<file path="src/verilog/ledseq_consts.svh">
`ifndef LEDSEQ_CONSTS_SVH
`define LEDSEQ_CONSTS_SVH
// clock rate in Hz
`define LEDSEQ_CLK_HZ 40000000
// address display time in ms, and its cycle count
`define LEDSEQ_ADDR_MS 2000
`define LEDSEQ_ADDR_CYC ((`LEDSEQ_CLK_HZ / 1000) * `LEDSEQ_ADDR_MS)
// lamp-test step time and blink half period in ms
`define LEDSEQ_STEP_MS 100
`define LEDSEQ_STEP_CYC ((`LEDSEQ_CLK_HZ / 1000) * `LEDSEQ_STEP_MS)
`define LEDSEQ_BLINK_MS 250
`define LEDSEQ_BLINK_CYC ((`LEDSEQ_CLK_HZ / 1000) * `LEDSEQ_BLINK_MS)
// number of channels
`define LEDSEQ_NCH 8
`endif

</file>
<file path="src/verilog/ledseq_pkg.sv">
`default_nettype none
package ledseq_pkg;
  // power-up phases and the run phase
  typedef enum logic [2:0] {
    LEDSEQ_ST_START,
    LEDSEQ_ST_RED_ON,
    LEDSEQ_ST_RED_OFF,
    LEDSEQ_ST_AMB_ON,
    LEDSEQ_ST_AMB_OFF,
    LEDSEQ_ST_ADDR,
    LEDSEQ_ST_RUN
  } ledseq_state_t;
endpackage
`default_nettype wire

</file>
<file path="src/verilog/ledseq_tick.sv">
`timescale 1ns/1ps
`default_nettype none
`include "ledseq_consts.svh"
// one-cycle enable pulse every period_i cycles
module ledseq_tick
  import ledseq_pkg::*;
(
  // clock and reset
  input wire logic clock_i,
  input wire logic arst_n_i,
  // control
  input wire logic [31:0] period_i,
  input wire logic clear_i,
  output logic tick_o
);
  typedef struct packed {
    logic [31:0] cnt;
    logic tick;
  } ledseq_tick_s_t;
  ledseq_tick_s_t s_r;
  ledseq_tick_s_t s_nxt;
  // count up and pulse at the end of each period
  always_comb
  begin
    s_nxt = s_r;
    s_nxt.tick = 1'b0;
    if (clear_i)
    begin
      s_nxt.cnt = 32'h0;
    end
    else if (s_r.cnt + 32'h1 >= period_i)
    begin
      s_nxt.cnt = 32'h0;
      s_nxt.tick = 1'b1;
    end
    else
    begin
      s_nxt.cnt = s_r.cnt + 32'h1;
    end
  end
  always_ff @(posedge clock_i or negedge arst_n_i)
  begin
    if (!arst_n_i)
    begin
      s_r <= '0;
    end
    else
    begin
      s_r <= s_nxt;
    end
  end
  assign tick_o = s_r.tick;
endmodule
`default_nettype wire

</file>
<file path="src/verilog/ledseq_top.sv">
`timescale 1ns/1ps
`default_nettype none
`include "ledseq_consts.svh"
// Function
// - power and fault lit before channel test
// - red lamps on in turn 1 to 8
// - then red lamps off in turn 1 to 8
// - same walk on amber channel lamps
// - red lamp n shows address switch n
// - address shown for two seconds
// - device fault lamp off after address
// - unconfigured blinks all amber lamps together
// - green lamp on from the first clock after reset, dark while reset is held
// - device amber steady when failed
// - device amber lit steady through power-up
// - relay variant: red steady while channel active
// - amber blinks on low power or unconfigured
// - analog variant: red blink low, steady high
module ledseq_top
  import ledseq_pkg::*;
#(
  parameter int unsigned STEP_CYC = `LEDSEQ_STEP_CYC,
  parameter int unsigned BLINK_CYC = `LEDSEQ_BLINK_CYC,
  parameter int unsigned ADDR_CYC = `LEDSEQ_ADDR_CYC
)
(
  // clock and reset
  input wire logic clock_i,
  input wire logic arst_n_i,
  // configuration
  input wire logic analog_variant_i,
  input wire logic [7:0] field_network_node_i,
  // device status
  input wire logic device_failed_i,
  input wire logic configured_i,
  input wire logic low_power_i,
  // channel status
  input wire logic [7:0] chan_active_i,
  input wire logic [7:0] chan_cfg_ok_i,
  input wire logic [7:0] chan_low_alarm_i,
  input wire logic [7:0] chan_high_alarm_i,
  input wire logic [7:0] chan_out_of_range_i,
  // indicators
  output logic dev_power_led_o,
  output logic dev_fault_led_o,
  output logic [7:0] chan_red_led_o,
  output logic [7:0] chan_amber_led_o,
  output logic powerup_done_o
);
  // -----------------------------------------------------------------
  // state
  // -----------------------------------------------------------------
  typedef struct packed {
    ledseq_state_t st;
    logic [2:0] idx;
    logic [31:0] addr_cnt;
    logic [7:0] addr;
    logic blink;
    logic green;
    logic fault;
    logic [7:0] red;
    logic [7:0] amber;
    logic done;
  } ledseq_s_t;
  ledseq_s_t s_r;
  ledseq_s_t s_nxt;
  logic step_tick;
  logic blink_tick;
  // blink phase after this edge, and the per-channel run-time lamp levels
  logic blink_now;
  logic [7:0] run_red;
  logic [7:0] run_amber;

  // -----------------------------------------------------------------
  // timebases
  // -----------------------------------------------------------------
  // the step timer runs free from reset; its first tick only leaves the start phase,
  // so the power and fault lamps stand alone for two full steps before the walk
  ledseq_tick u_step
  (
    .clock_i(clock_i),
    .arst_n_i(arst_n_i),
    .period_i(STEP_CYC),
    .clear_i(1'b0),
    .tick_o(step_tick)
  );
  // blink runs free so all channels share one phase
  ledseq_tick u_blink
  (
    .clock_i(clock_i),
    .arst_n_i(arst_n_i),
    .period_i(BLINK_CYC),
    .clear_i(1'b0),
    .tick_o(blink_tick)
  );

  // one-hot mask of a channel index
  function automatic logic [7:0] ledseq_bit(input logic [2:0] i);
    ledseq_bit = 8'h01 << i;
  endfunction

  // -----------------------------------------------------------------
  // run-time channel decode
  // -----------------------------------------------------------------
  // red lamp of one channel once running; a high alarm outranks a low alarm,
  // since a steady lamp cannot show a blink at the same time
  function automatic logic ledseq_red_run
  (
    input logic cfg,
    input logic analog,
    input logic active,
    input logic low,
    input logic high,
    input logic blk
  );
    if (!cfg)
    begin
      ledseq_red_run = 1'b0;
    end
    else if (analog)
    begin
      ledseq_red_run = high | (low & blk);
    end
    else
    begin
      ledseq_red_run = active;
    end
  endfunction

  // amber lamp of one channel once running; in the analog variant out of range is steady and beats the
  // low-power or bad-configuration blink, and an unconfigured module blinks them all
  function automatic logic ledseq_amber_run
  (
    input logic cfg,
    input logic analog,
    input logic low_pwr,
    input logic cfg_ok,
    input logic oor,
    input logic blk
  );
    if (!cfg)
    begin
      ledseq_amber_run = blk;
    end
    else if (analog && oor)
    begin
      ledseq_amber_run = 1'b1;
    end
    else
    begin
      ledseq_amber_run = (low_pwr | ~cfg_ok) & blk;
    end
  endfunction

  // every channel reads the same blink phase, so unconfigured lamps stay in step
  assign blink_now = blink_tick ? ~s_r.blink : s_r.blink;
  for (genvar ch = 0; ch < `LEDSEQ_NCH; ch++)
  begin : g_chan
    assign run_red[ch] = ledseq_red_run(configured_i, analog_variant_i, chan_active_i[ch],
      chan_low_alarm_i[ch], chan_high_alarm_i[ch], blink_now);
    assign run_amber[ch] = ledseq_amber_run(configured_i, analog_variant_i, low_power_i,
      chan_cfg_ok_i[ch], chan_out_of_range_i[ch], blink_now);
  end

  // -----------------------------------------------------------------
  // sequencer and indicator logic
  // -----------------------------------------------------------------
  // next state and lamps; the walk states never look at the status inputs
  always_comb
  begin
    s_nxt = s_r;
    s_nxt.green = 1'b1;
    if (blink_tick)
    begin
      s_nxt.blink = ~s_r.blink;
    end
    case (s_r.st)
      // power and fault lamps alone, channel lamps dark
      LEDSEQ_ST_START:
      begin
        s_nxt.fault = 1'b1;
        s_nxt.red = 8'h00;
        s_nxt.amber = 8'h00;
        s_nxt.idx = 3'h0;
        if (step_tick)
        begin
          s_nxt.st = LEDSEQ_ST_RED_ON;
        end
      end
      // one more red lamp per step, channel 1 first; idx wraps to 0 for the next walk
      LEDSEQ_ST_RED_ON:
      begin
        if (step_tick)
        begin
          s_nxt.red = s_r.red | ledseq_bit(s_r.idx);
          s_nxt.idx = s_r.idx + 3'h1;
          if (s_r.idx == 3'h7)
          begin
            s_nxt.st = LEDSEQ_ST_RED_OFF;
          end
        end
      end
      // red lamps go dark in the same order
      LEDSEQ_ST_RED_OFF:
      begin
        if (step_tick)
        begin
          s_nxt.red = s_r.red & ~ledseq_bit(s_r.idx);
          s_nxt.idx = s_r.idx + 3'h1;
          if (s_r.idx == 3'h7)
          begin
            s_nxt.st = LEDSEQ_ST_AMB_ON;
          end
        end
      end
      // the same walk on the amber channel lamps
      LEDSEQ_ST_AMB_ON:
      begin
        if (step_tick)
        begin
          s_nxt.amber = s_r.amber | ledseq_bit(s_r.idx);
          s_nxt.idx = s_r.idx + 3'h1;
          if (s_r.idx == 3'h7)
          begin
            s_nxt.st = LEDSEQ_ST_AMB_OFF;
          end
        end
      end
      // the last amber step also latches the switches and shows them on red
      LEDSEQ_ST_AMB_OFF:
      begin
        if (step_tick)
        begin
          s_nxt.amber = s_r.amber & ~ledseq_bit(s_r.idx);
          s_nxt.idx = s_r.idx + 3'h1;
          if (s_r.idx == 3'h7)
          begin
            // switches sampled once here; they are assumed stable
            s_nxt.addr = field_network_node_i;
            s_nxt.red = field_network_node_i;
            s_nxt.addr_cnt = 32'h0;
            s_nxt.st = LEDSEQ_ST_ADDR;
          end
        end
      end
      // switches are not read again; a switch moved now shows at the next reset only
      LEDSEQ_ST_ADDR:
      begin
        s_nxt.red = s_r.addr;
        s_nxt.addr_cnt = s_r.addr_cnt + 32'h1;
        if (s_r.addr_cnt + 32'h1 >= ADDR_CYC)
        begin
          s_nxt.fault = 1'b0;
          s_nxt.done = 1'b1;
          s_nxt.st = LEDSEQ_ST_RUN;
        end
      end
      LEDSEQ_ST_RUN:
      begin
        // status inputs count only from here on
        s_nxt.fault = device_failed_i;
        s_nxt.red = run_red;
        s_nxt.amber = run_amber;
      end
      // unused state codes fall back to the start phase; done and the latched address keep their values
      default:
      begin
        s_nxt.st = LEDSEQ_ST_START;
      end
    endcase
  end

  // -----------------------------------------------------------------
  // state register
  // -----------------------------------------------------------------
  // async reset puts every lamp dark and the sequencer back at the start
  always_ff @(posedge clock_i or negedge arst_n_i)
  begin
    if (!arst_n_i)
    begin
      s_r <= '0;
    end
    else
    begin
      s_r <= s_nxt;
    end
  end

  // -----------------------------------------------------------------
  // outputs
  // -----------------------------------------------------------------
  // outputs straight from the state register
  assign dev_power_led_o = s_r.green;
  assign dev_fault_led_o = s_r.fault;
  assign chan_red_led_o = s_r.red;
  assign chan_amber_led_o = s_r.amber;
  assign powerup_done_o = s_r.done;
endmodule
`default_nettype wire
</file>
<file path="config.mk">
export PLATFORM = sky130hd
export DESIGN_NAME = ledseq_top
export DESIGN_NICKNAME = d
export VERILOG_FILES = /design/src/verilog/ledseq_pkg.sv /design/src/verilog/ledseq_tick.sv /design/src/verilog/ledseq_top.sv
export VERILOG_INCLUDE_DIRS = /design/src /design/src/verilog
export SDC_FILE = /design/constraint.sdc
export NUM_CORES = 1
export LEC_CHECK = 0
export BUFFER_PORTS_ARGS = -buffer_cell sky130_fd_sc_hd__buf_2
export CAP_MARGIN = 10
export CORE_ASPECT_RATIO = 1.5
export CORE_MARGIN = 2
export CORE_UTILIZATION = 55
export DETAILED_ROUTE_END_ITERATION = 7
export PLACE_DENSITY = 0.88
export SLEW_MARGIN = 25
export SYNTH_ARGS = -nofsm -noshare
export SYNTH_HDL_FRONTEND = slang
export SYNTH_SLANG_ARGS = --single-unit
</file>
<file path="constraint.sdc">
create_clock -name clock_i -period 2.8 [get_ports clock_i]
set_clock_uncertainty 0.15 [all_clocks]
set_input_delay 0.56 -clock clock_i [delete_from_list [all_inputs] [get_ports clock_i]]
set_output_delay 0.56 -clock clock_i [all_outputs]
set_load 0.01 [all_outputs]
</file>
* Word level (Yosys, flattened, before mapping)
Cells that the tools add are included.
** Word-level totals
- Word-level logic and storage cells :: 168
- Register bits after elaboration :: 132
- Output and inout bits :: 19
- Input port bits :: 54
** Operators by class
- $add $sub $neg :: 4
- Bitwise logic cells :: 47
- Mux-type cells :: 60
- Shift operators :: 1
- $lt $le $gt $ge :: 3
- Reduce and logical (&&, ||, !) cells :: 22
- Equality and inequality tests :: 17
** Operators with widths (number)
- $add A32 B1 Y32 const B :: 3
- $mux W32 :: 2
- $pmux W32 S2 :: 1
- $pmux W8 S6 :: 1
- $mux W46 :: 1
- $mux W40 :: 1
- $mux W1 :: 36
- $ge A32 B22 Y1 const B :: 1
- $ge A32 B24 Y1 const B :: 1
- $ge A32 B27 Y1 const B :: 1
- $mux W8 :: 4
- $pmux W8 S4 :: 1
- $pmux W3 S7 :: 1
- $mux W3 :: 6
- $mux W6 :: 3
- $and A1 B1 Y1 :: 16
- $and A8 B8 Y8 :: 2
- $mux W16 :: 1
- $or A1 B1 Y1 :: 16
- $or A8 B8 Y8 :: 2
- $pmux W3 S5 :: 1
- $eq A3 B3 Y1 const B :: 4
- $reduce_and A11 Y1 :: 1
- $ne A2 B1 Y1 const B :: 5
- 18 further kinds :: 43

* Depth between registers and ports, before layout
Gate-level depths: netlist of the first run.
- Depth in word-level cells :: 7
- Depth in mapped cells :: 12
- Depth with buffers taken out :: 9

* Hierarchy
A second synthesis of the first run with hierarchy kept.
** Second synthesis, totals
- Cell total of the unflattened synthesis :: 1095
- Area total of the unflattened synthesis :: 9546.7 µm²
** Modules (own cells, without submodules)
- ledseq_tick :: sequential area each 825.8 µm², cells an instance 266, area an instance 2494.9 µm², instances 2
- ledseq_top :: sequential area each 1651.6 µm², cells an instance 563, area an instance 4556.9 µm², instances 1

* Worst setup path after synthesis of the first run
No wires, ideal clock.
- Kind :: reg-to-reg
- Start :: register u_blink.s_r[1] in the netlist's numbering
- End :: register u_blink.s_r[18] in the netlist's numbering
- Path buffers :: 1
- Stages on the path, launching flop included :: 11
- Arrival :: 2.720 ns
- Library setup time :: 0.068 ns
- Clock period less this slack :: 2.939 ns
- Data required time :: 2.582 ns
- Path slack :: -0.139 ns
- Path through :: dfrtp_1 -> ha_1 -> nand3_1 -> or3_1 -> nor3_1 -> mux2_2 -> o31ai_4 -> nand3_4 -> a21o_4 -> buf_8 -> nor2_4
** RTL lines
- from (decl) :: line ledseq_tick.sv:20 : ledseq_tick_s_t s_r;
- from (signal assigned) :: line ledseq_tick.sv:49 : s_r <= s_nxt;

==> impl_metrics.env, run 1 <==
export IMPL_power_mw=5.98
export IMPL_vias=8193
export IMPL_gp_congestion=0.929
export IMPL_rows=55
export IMPL_holdWs_ns=0.233
export IMPL_setup_tns_ns=-0.00425
export IMPL_ys_seq_area_frac=0.394
export IMPL_ir_drop_uv=384
export IMPL_reg2regPathDepth=8
export IMPL_period_needed_ns=2.80
export IMPL_placed_cells=1255
export IMPL_drive_gt1_frac=0.267
export IMPL_die_area_um2=16300
export IMPL_path_max_fanout=12
export IMPL_synthTopCellsByArea="dfrtp_1 (39%), o21ai_0 (5.1%), nand2_1 (4.1%)"
export IMPL_cts_tree="done"
export IMPL_grt_pass1_wl_um=36000
export IMPL_cellPowerDensity_nw_per_um2=587
export IMPL_postSynthAreaPerCell_um2=8.77
export IMPL_relSlewSlack=0.487
export IMPL_synth_top_area_share=0.394
export IMPL_htreeDepth=4
export IMPL_min_path_cells=2
export IMPL_synth_cells=955
export IMPL_detail_route_antenna_nets=0
export IMPL_die_h_um=155
export IMPL_grt_pass1_vias=7727
export IMPL_slew_viol_final=0
export IMPL_critPathLaunch="u_step.s_r[5]"
export IMPL_clkTransAtPathRegs_ns=0.06
export IMPL_async_flop_share=1.00
export IMPL_cts_buffers=17
export IMPL_hpwl_um=15600
export IMPL_ys_ff_latch=132
export IMPL_ctsRootBufferMaster="clkbuf_16"
export IMPL_fin_nets=1153
export IMPL_cp_required_ns=2.95
export IMPL_avgRoutedWirePerCell_um=18.1
export IMPL_setup_viol=1
export IMPL_gr_total_overflow=0
export IMPL_violations="DRC, setup timing"
export IMPL_first_pass_iters=8
export IMPL_p_leak_nw=4.33
export IMPL_drc_errors=3
export IMPL_yosys_area_top_type="dfrtp_1"
export IMPL_status="complete, but fails checks"
export IMPL_final_cells=1300
export IMPL_path_class="flop to flop"
export IMPL_antenna_found_initial=2
export IMPL_io_buffers=72
export IMPL_worst_ep_arrival_time_ns=2.95
export IMPL_worstReg2RegStart="u_step.s_r[5]"
export IMPL_grtUsageTotal=0.272
export IMPL_core_area_um2=15000
export IMPL_synth_edf_count=0
export IMPL_synth_flop_cell="dfrtp_1"
export IMPL_synth_cell_types=75
export IMPL_timing_final_hold_violations=0
export IMPL_drt_total_wl_um=23500
export IMPL_startpoint_type="flop"
export IMPL_drt_iter0_drc=784
export IMPL_die_x_um=105
export IMPL_drv_cap=0
export IMPL_clock_fmax_ghz=0.357
export IMPL_hold_path_class="input port to flop"
export IMPL_utilization=0.678
export IMPL_period_share=1.00
export IMPL_io_pins=73
export IMPL_cp_end_kind="flop"
export IMPL_netlist_area_um2=8380
export IMPL_syn2layout_area_growth_pct=21.5
export IMPL_cts_path_max_buffers=2
export IMPL_numClockSinks=132
export IMPL_start_util=0.558
export IMPL_grt_max_degree=60
export IMPL_tightest_slew_ns=0.769
export IMPL_viasPerCell=6.30
export IMPL_hp_start="field_network_node_i[6]"
export IMPL_clock_latency_ns=0.43
export IMPL_yosys_warnings=0
export IMPL_fin_ws_ns=-0.00425
-- path summary, 6_finish.rpt --
kind / endpoint / slack, ns
min in group asynchronous: u_step.s_r[14] / 0.52
min: s_r[26] / 0.23
max in group asynchronous: s_r[37] / 1.19
max reg2reg: u_step.s_r[4] / -0.004
min reg2reg: u_blink.s_r[1] / 0.35
max: u_step.s_r[4] / -0.004
-- kinds of logic (layout without fill, tap and decap cells) --
kind of cell	count (synthesis)	after routing	synth area share
flip-flops	132	132	0.394
AND/OR/NAND/NOR	398	399	0.257
adder cells (fa/ha/maj)	12	12	0.0176
multiplexers	29	29	0.0381
other	2	20	0.000897
XOR/XNOR	50	50	0.0523
buffers and inverters	87	211	0.0518
AO/OA/AOI/OAI	245	248	0.188
-- routing by layer --
layer | vias to the layer above | share of wire | wire (µm) | global-route usage
met5 | - | 0.00055 | 13 | 0
met4 | 2 | 0.038 | 899 | 0.117
met3 | 88 | 0.058 | 1360 | 0.0511
met2 | 368 | 0.54 | 12600 | 0.501
met1 | 3991 | 0.37 | 8650 | 0.303
li1 | 3744 | - | - | -
-- area by class of cell --
class | instances | area, µm²
clock inverter | 11 | 77.6
clock buffer | 20 | 467
multi-input combinational | 757 | 4960
antenna | 1 | 2.50
sequential | 132 | 3310
timing repair buffer | 159 | 1040
tap | 199 | 249
fill | 1101 | 4820
inverter | 21 | 78.8
-- sequential cells by signal, indices dropped and copies added (netlist names) --
signal and flops:
chan_amber_led_o 8, chan_red_led_o 8, dev_fault_led_o 1, dev_power_led_o 1, powerup_done_o 1, s_r 47, u_blink.s_r 32, u_blink.tick_o 1
u_step.s_r 32, u_step.tick_o 1
-- where the power goes --
part	internal, mW	leakage, nW	switching [mW]
registers	2.07	1.76	0.194
logic	0.678	2.30	1.00
clock network	1.20	0.264	0.834
-- metrics by stage --
stage | worst slack [ns] | area [µm²]
floorplan | 0.0198 | 8450
global placement | 0.0144 | 9310
detailed placement | -0.0839 | 9310
CTS | -0.0167 | 9880
global route | -0.127 | 10200
finish | -0.00425 | 10200
-- layout by cell type, fill, tap and decap left out, drive strengths merged, types with 20 or more instances in the layout --
cell / n
buf: 158
dfrtp: 132
nand2: 92
nor2: 90
o21ai: 87
nand3: 52
a21oi: 48
xnor2: 27
nand4: 27
nor3: 25
xor2: 23
mux2: 23
inv: 23
clkbuf: 20
-- worst max-delay path, stage by stage, from the launching register on --
cell and delay, ns:
dfrtp_1 0.44, and4_4 0.29, and4_1 0.24, nand4b_1 0.18
a2111oi_1 0.46, o21ai_0 0.20, a221oi_4 0.40, buf_6 0.23
nor4_1 0.09
-- synth_stat cells (11+ instances only) --
master	number
dfrtp_1	132
nand2_1	92
o21ai_0	86
nor2_1	71
nand3_1	51
a21oi_1	48
clkbuf_1	34
xnor2_1	27
nand4_1	25
nor3_1	25
mux2_2	23
xor2_1	23
inv_1	21
and3_1	18
buf_4	18
a31oi_1	15
and4_1	15
nor4_1	14
nor2_2	13
a22o_1	12
and2_1	11
ha_1	11
or3_1	11
-- timing repair --
item / 4_1_cts / 5_1_grt
gates cloned: 0 / 4
hold buffers: 1 / 0
pin swaps: 0 / 10
endpoints found under the hold margin: 57 / 0
resized for setup: 4 / 47
setup endpoints to repair: 16 / 50
setup buffers: 0 / 8
No activity file was read; power rests on OpenSTA's default activity.
==> run 2, diff against run 1 <==
--- a/config.mk
+++ b/config.mk
@@ -10,9 +10,9 @@
 export CAP_MARGIN = 10
 export CORE_ASPECT_RATIO = 1.5
 export CORE_MARGIN = 2
-export CORE_UTILIZATION = 55
+export CORE_UTILIZATION = 61
 export DETAILED_ROUTE_END_ITERATION = 7
-export PLACE_DENSITY = 0.88
+export PLACE_DENSITY = 0.92
 export SLEW_MARGIN = 25
 export SYNTH_ARGS = -nofsm -noshare
 export SYNTH_HDL_FRONTEND = slang
==> constraint.sdc (replaced) <==
create_clock -name clock_i -period 3.08 [get_ports clock_i]
set_clock_uncertainty 0.15 [all_clocks]
set_input_delay 0.616 -clock clock_i [delete_from_list [all_inputs] [get_ports clock_i]]
set_output_delay 0.616 -clock clock_i [all_outputs]
set_load 0.01 [all_outputs]
==> impl_metrics.env, run 2 (same netlist as run 1, synthesis figures left out) <==
export IMPL_die_x_um=99.7
export IMPL_cp_required_ns=3.24
export IMPL_detail_route_antenna_nets=0
export IMPL_slew_viol_final=0
export IMPL_grt_pass1_wl_um=37100
export IMPL_cts_tree="done"
export IMPL_gr_total_overflow=0
export IMPL_multi_input_area_um2=4770
export IMPL_path_class="flop to flop"
export IMPL_path_max_fanout=7
export IMPL_critPathLaunch="s_r[39]"
export IMPL_power_mw=5.84
export IMPL_ctsHoldBuffers=0
export IMPL_reg_top3="s_r: 47 flops, u_blink.s_r: 32 flops, u_step.s_r: 32 flops"
export IMPL_numClockSinks=132
export IMPL_holdWs_ns=0.0698
export IMPL_die_h_um=148
export IMPL_drt_iter0_drc=790
export IMPL_top_register="s_r"
export IMPL_ctsRootBufferMaster="clkbuf_16"
export IMPL_avgRoutedWirePerCell_um=18.9
export IMPL_cellPowerDensity_nw_per_um2=606
export IMPL_mostFrequentLayoutCell="dfrtp_1"
export IMPL_ir_drop_uv=463
export IMPL_mostFrequentLayoutCells="dfrtp_1 (131), nand2_1 (92), o21ai_0 (85)"
export IMPL_status="finished clean"
export IMPL_gp_congestion=0.971
export IMPL_setup_viol=0
export IMPL_clock_fmax_ghz=0.337
export IMPL_rows=52
export IMPL_drt_total_wl_um=22800
export IMPL_die_area_um2=14700
export IMPL_drc_errors=0
export IMPL_drv_cap=0
export IMPL_viasPerCell=6.60
export IMPL_syn2layout_area_growth_pct=15.0
export IMPL_worst_ep_arrival_time_ns=3.13
export IMPL_timing_final_hold_violations=0
export IMPL_grt_setup_unrepaired="true"
export IMPL_regArea_um2=3300
export IMPL_period_share=0.964
export IMPL_startpoint_type="flop"
export IMPL_grt_pass1_vias=7768
export IMPL_clock_latency_ns=0.42
export IMPL_utilization=0.715
export IMPL_hold_path_class="input port to asynchronous set/reset pin"
export IMPL_cts_path_max_buffers=2
export IMPL_period_needed_ns=2.97
export IMPL_start_util=0.622
export IMPL_clkTransAtPathRegs_ns=0.06
export IMPL_setup_tns_ns=0
export IMPL_first_pass_iters=6
export IMPL_io_pins=73
export IMPL_tightest_slew_ns=0.856
export IMPL_htreeDepth=4
export IMPL_core_area_um2=13500
export IMPL_worstReg2RegStart="s_r[39]"
export IMPL_fin_nets=1096
export IMPL_drive_gt1_frac=0.199
export IMPL_relSlewSlack=0.428
export IMPL_antenna_found_initial=2
export IMPL_n_fill_cell=898
export IMPL_p_leak_nw=4.03
export IMPL_cts_buffers=17
export IMPL_post_cts_buffers=0
export IMPL_grtUsageTotal=0.313
export IMPL_grt_max_degree=78
export IMPL_largest_reg_flops=47
export IMPL_hpwl_um=15000
export IMPL_cp_end_kind="flop"
export IMPL_vias=7976
export IMPL_io_buffers=72
run 2: repair_timing:
action                                  in CTS  in global routing
endpoints found under the setup margin       3                 45
pin swaps                                    0                  2
gates cloned                                 0                  1
gates resized for setup                      1                 10
run 2: area by class of cell:
type | count | area share
well taps | 162 | 0.0210
multi-input cells | 754 | 0.495
repair buffers | 105 | 0.0638
inverters | 21 | 0.00819
flip-flops and latches | 132 | 0.343
clock buffers | 21 | 0.0478
diodes | 2 | 0.000520
clock inverters | 11 | 0.0205
run 2: worst paths after layout:
| check | endpoint | cells after the start | slack [ns] |
|---|---|---|---|
| worst max register to register | dev_fault_led_o | 8 | 0.11 |
| max in group asynchronous | s_r[48] | 2 | 1.99 |
| worst max-delay path | dev_fault_led_o | 8 | 0.11 |
| worst min register to register | s_r[26] | 1 | 0.36 |
| min in group clock_i | s_r[21] | 2 | 0.30 |
| worst min-delay path | u_blink.s_r[19] | 1 | 0.07 |
run 2: metrics by stage:
step	cell area (µm²)	setup WS [ns]	cells
finish	9630	0.111	1208
global route	9630	-0.0805	1208
CTS	9570	0.00915	1205
detailed placement	8900	0.0477	1173
global placement	8900	0.0901	1173
floorplan	8440	0.141	972
run 2: critical path, stage by stage (launching register included):
cell and delay, ns:
dfrtp_1 0.46, nand4_2 0.29, nor4_4 0.51, nand3_1 0.21, or3_1 0.35, a211o_1 0.30, a31oi_1 0.21, o21ai_1 0.16
and3_1 0.21
run 2: power breakdown:
| group | internal, mW | switching [mW] | total, mW |
|---|---|---|---|
| registers | 1.88 | 0.195 | 2.08 |
| logic | 0.581 | 0.915 | 1.50 |
| clock network | 1.48 | 0.775 | 2.26 |
| total | 3.95 | 1.89 | 5.84 |
run 2: layer usage:
metal | track usage | share of wire | vias to the layer above
li1 | - | - | 3629
met1 | 0.346 | 0.36 | 3808
met2 | 0.561 | 0.53 | 432
met3 | 0.0686 | 0.072 | 107
met4 | 0.151 | 0.039 | 0
met5 | 0 | 0 | -
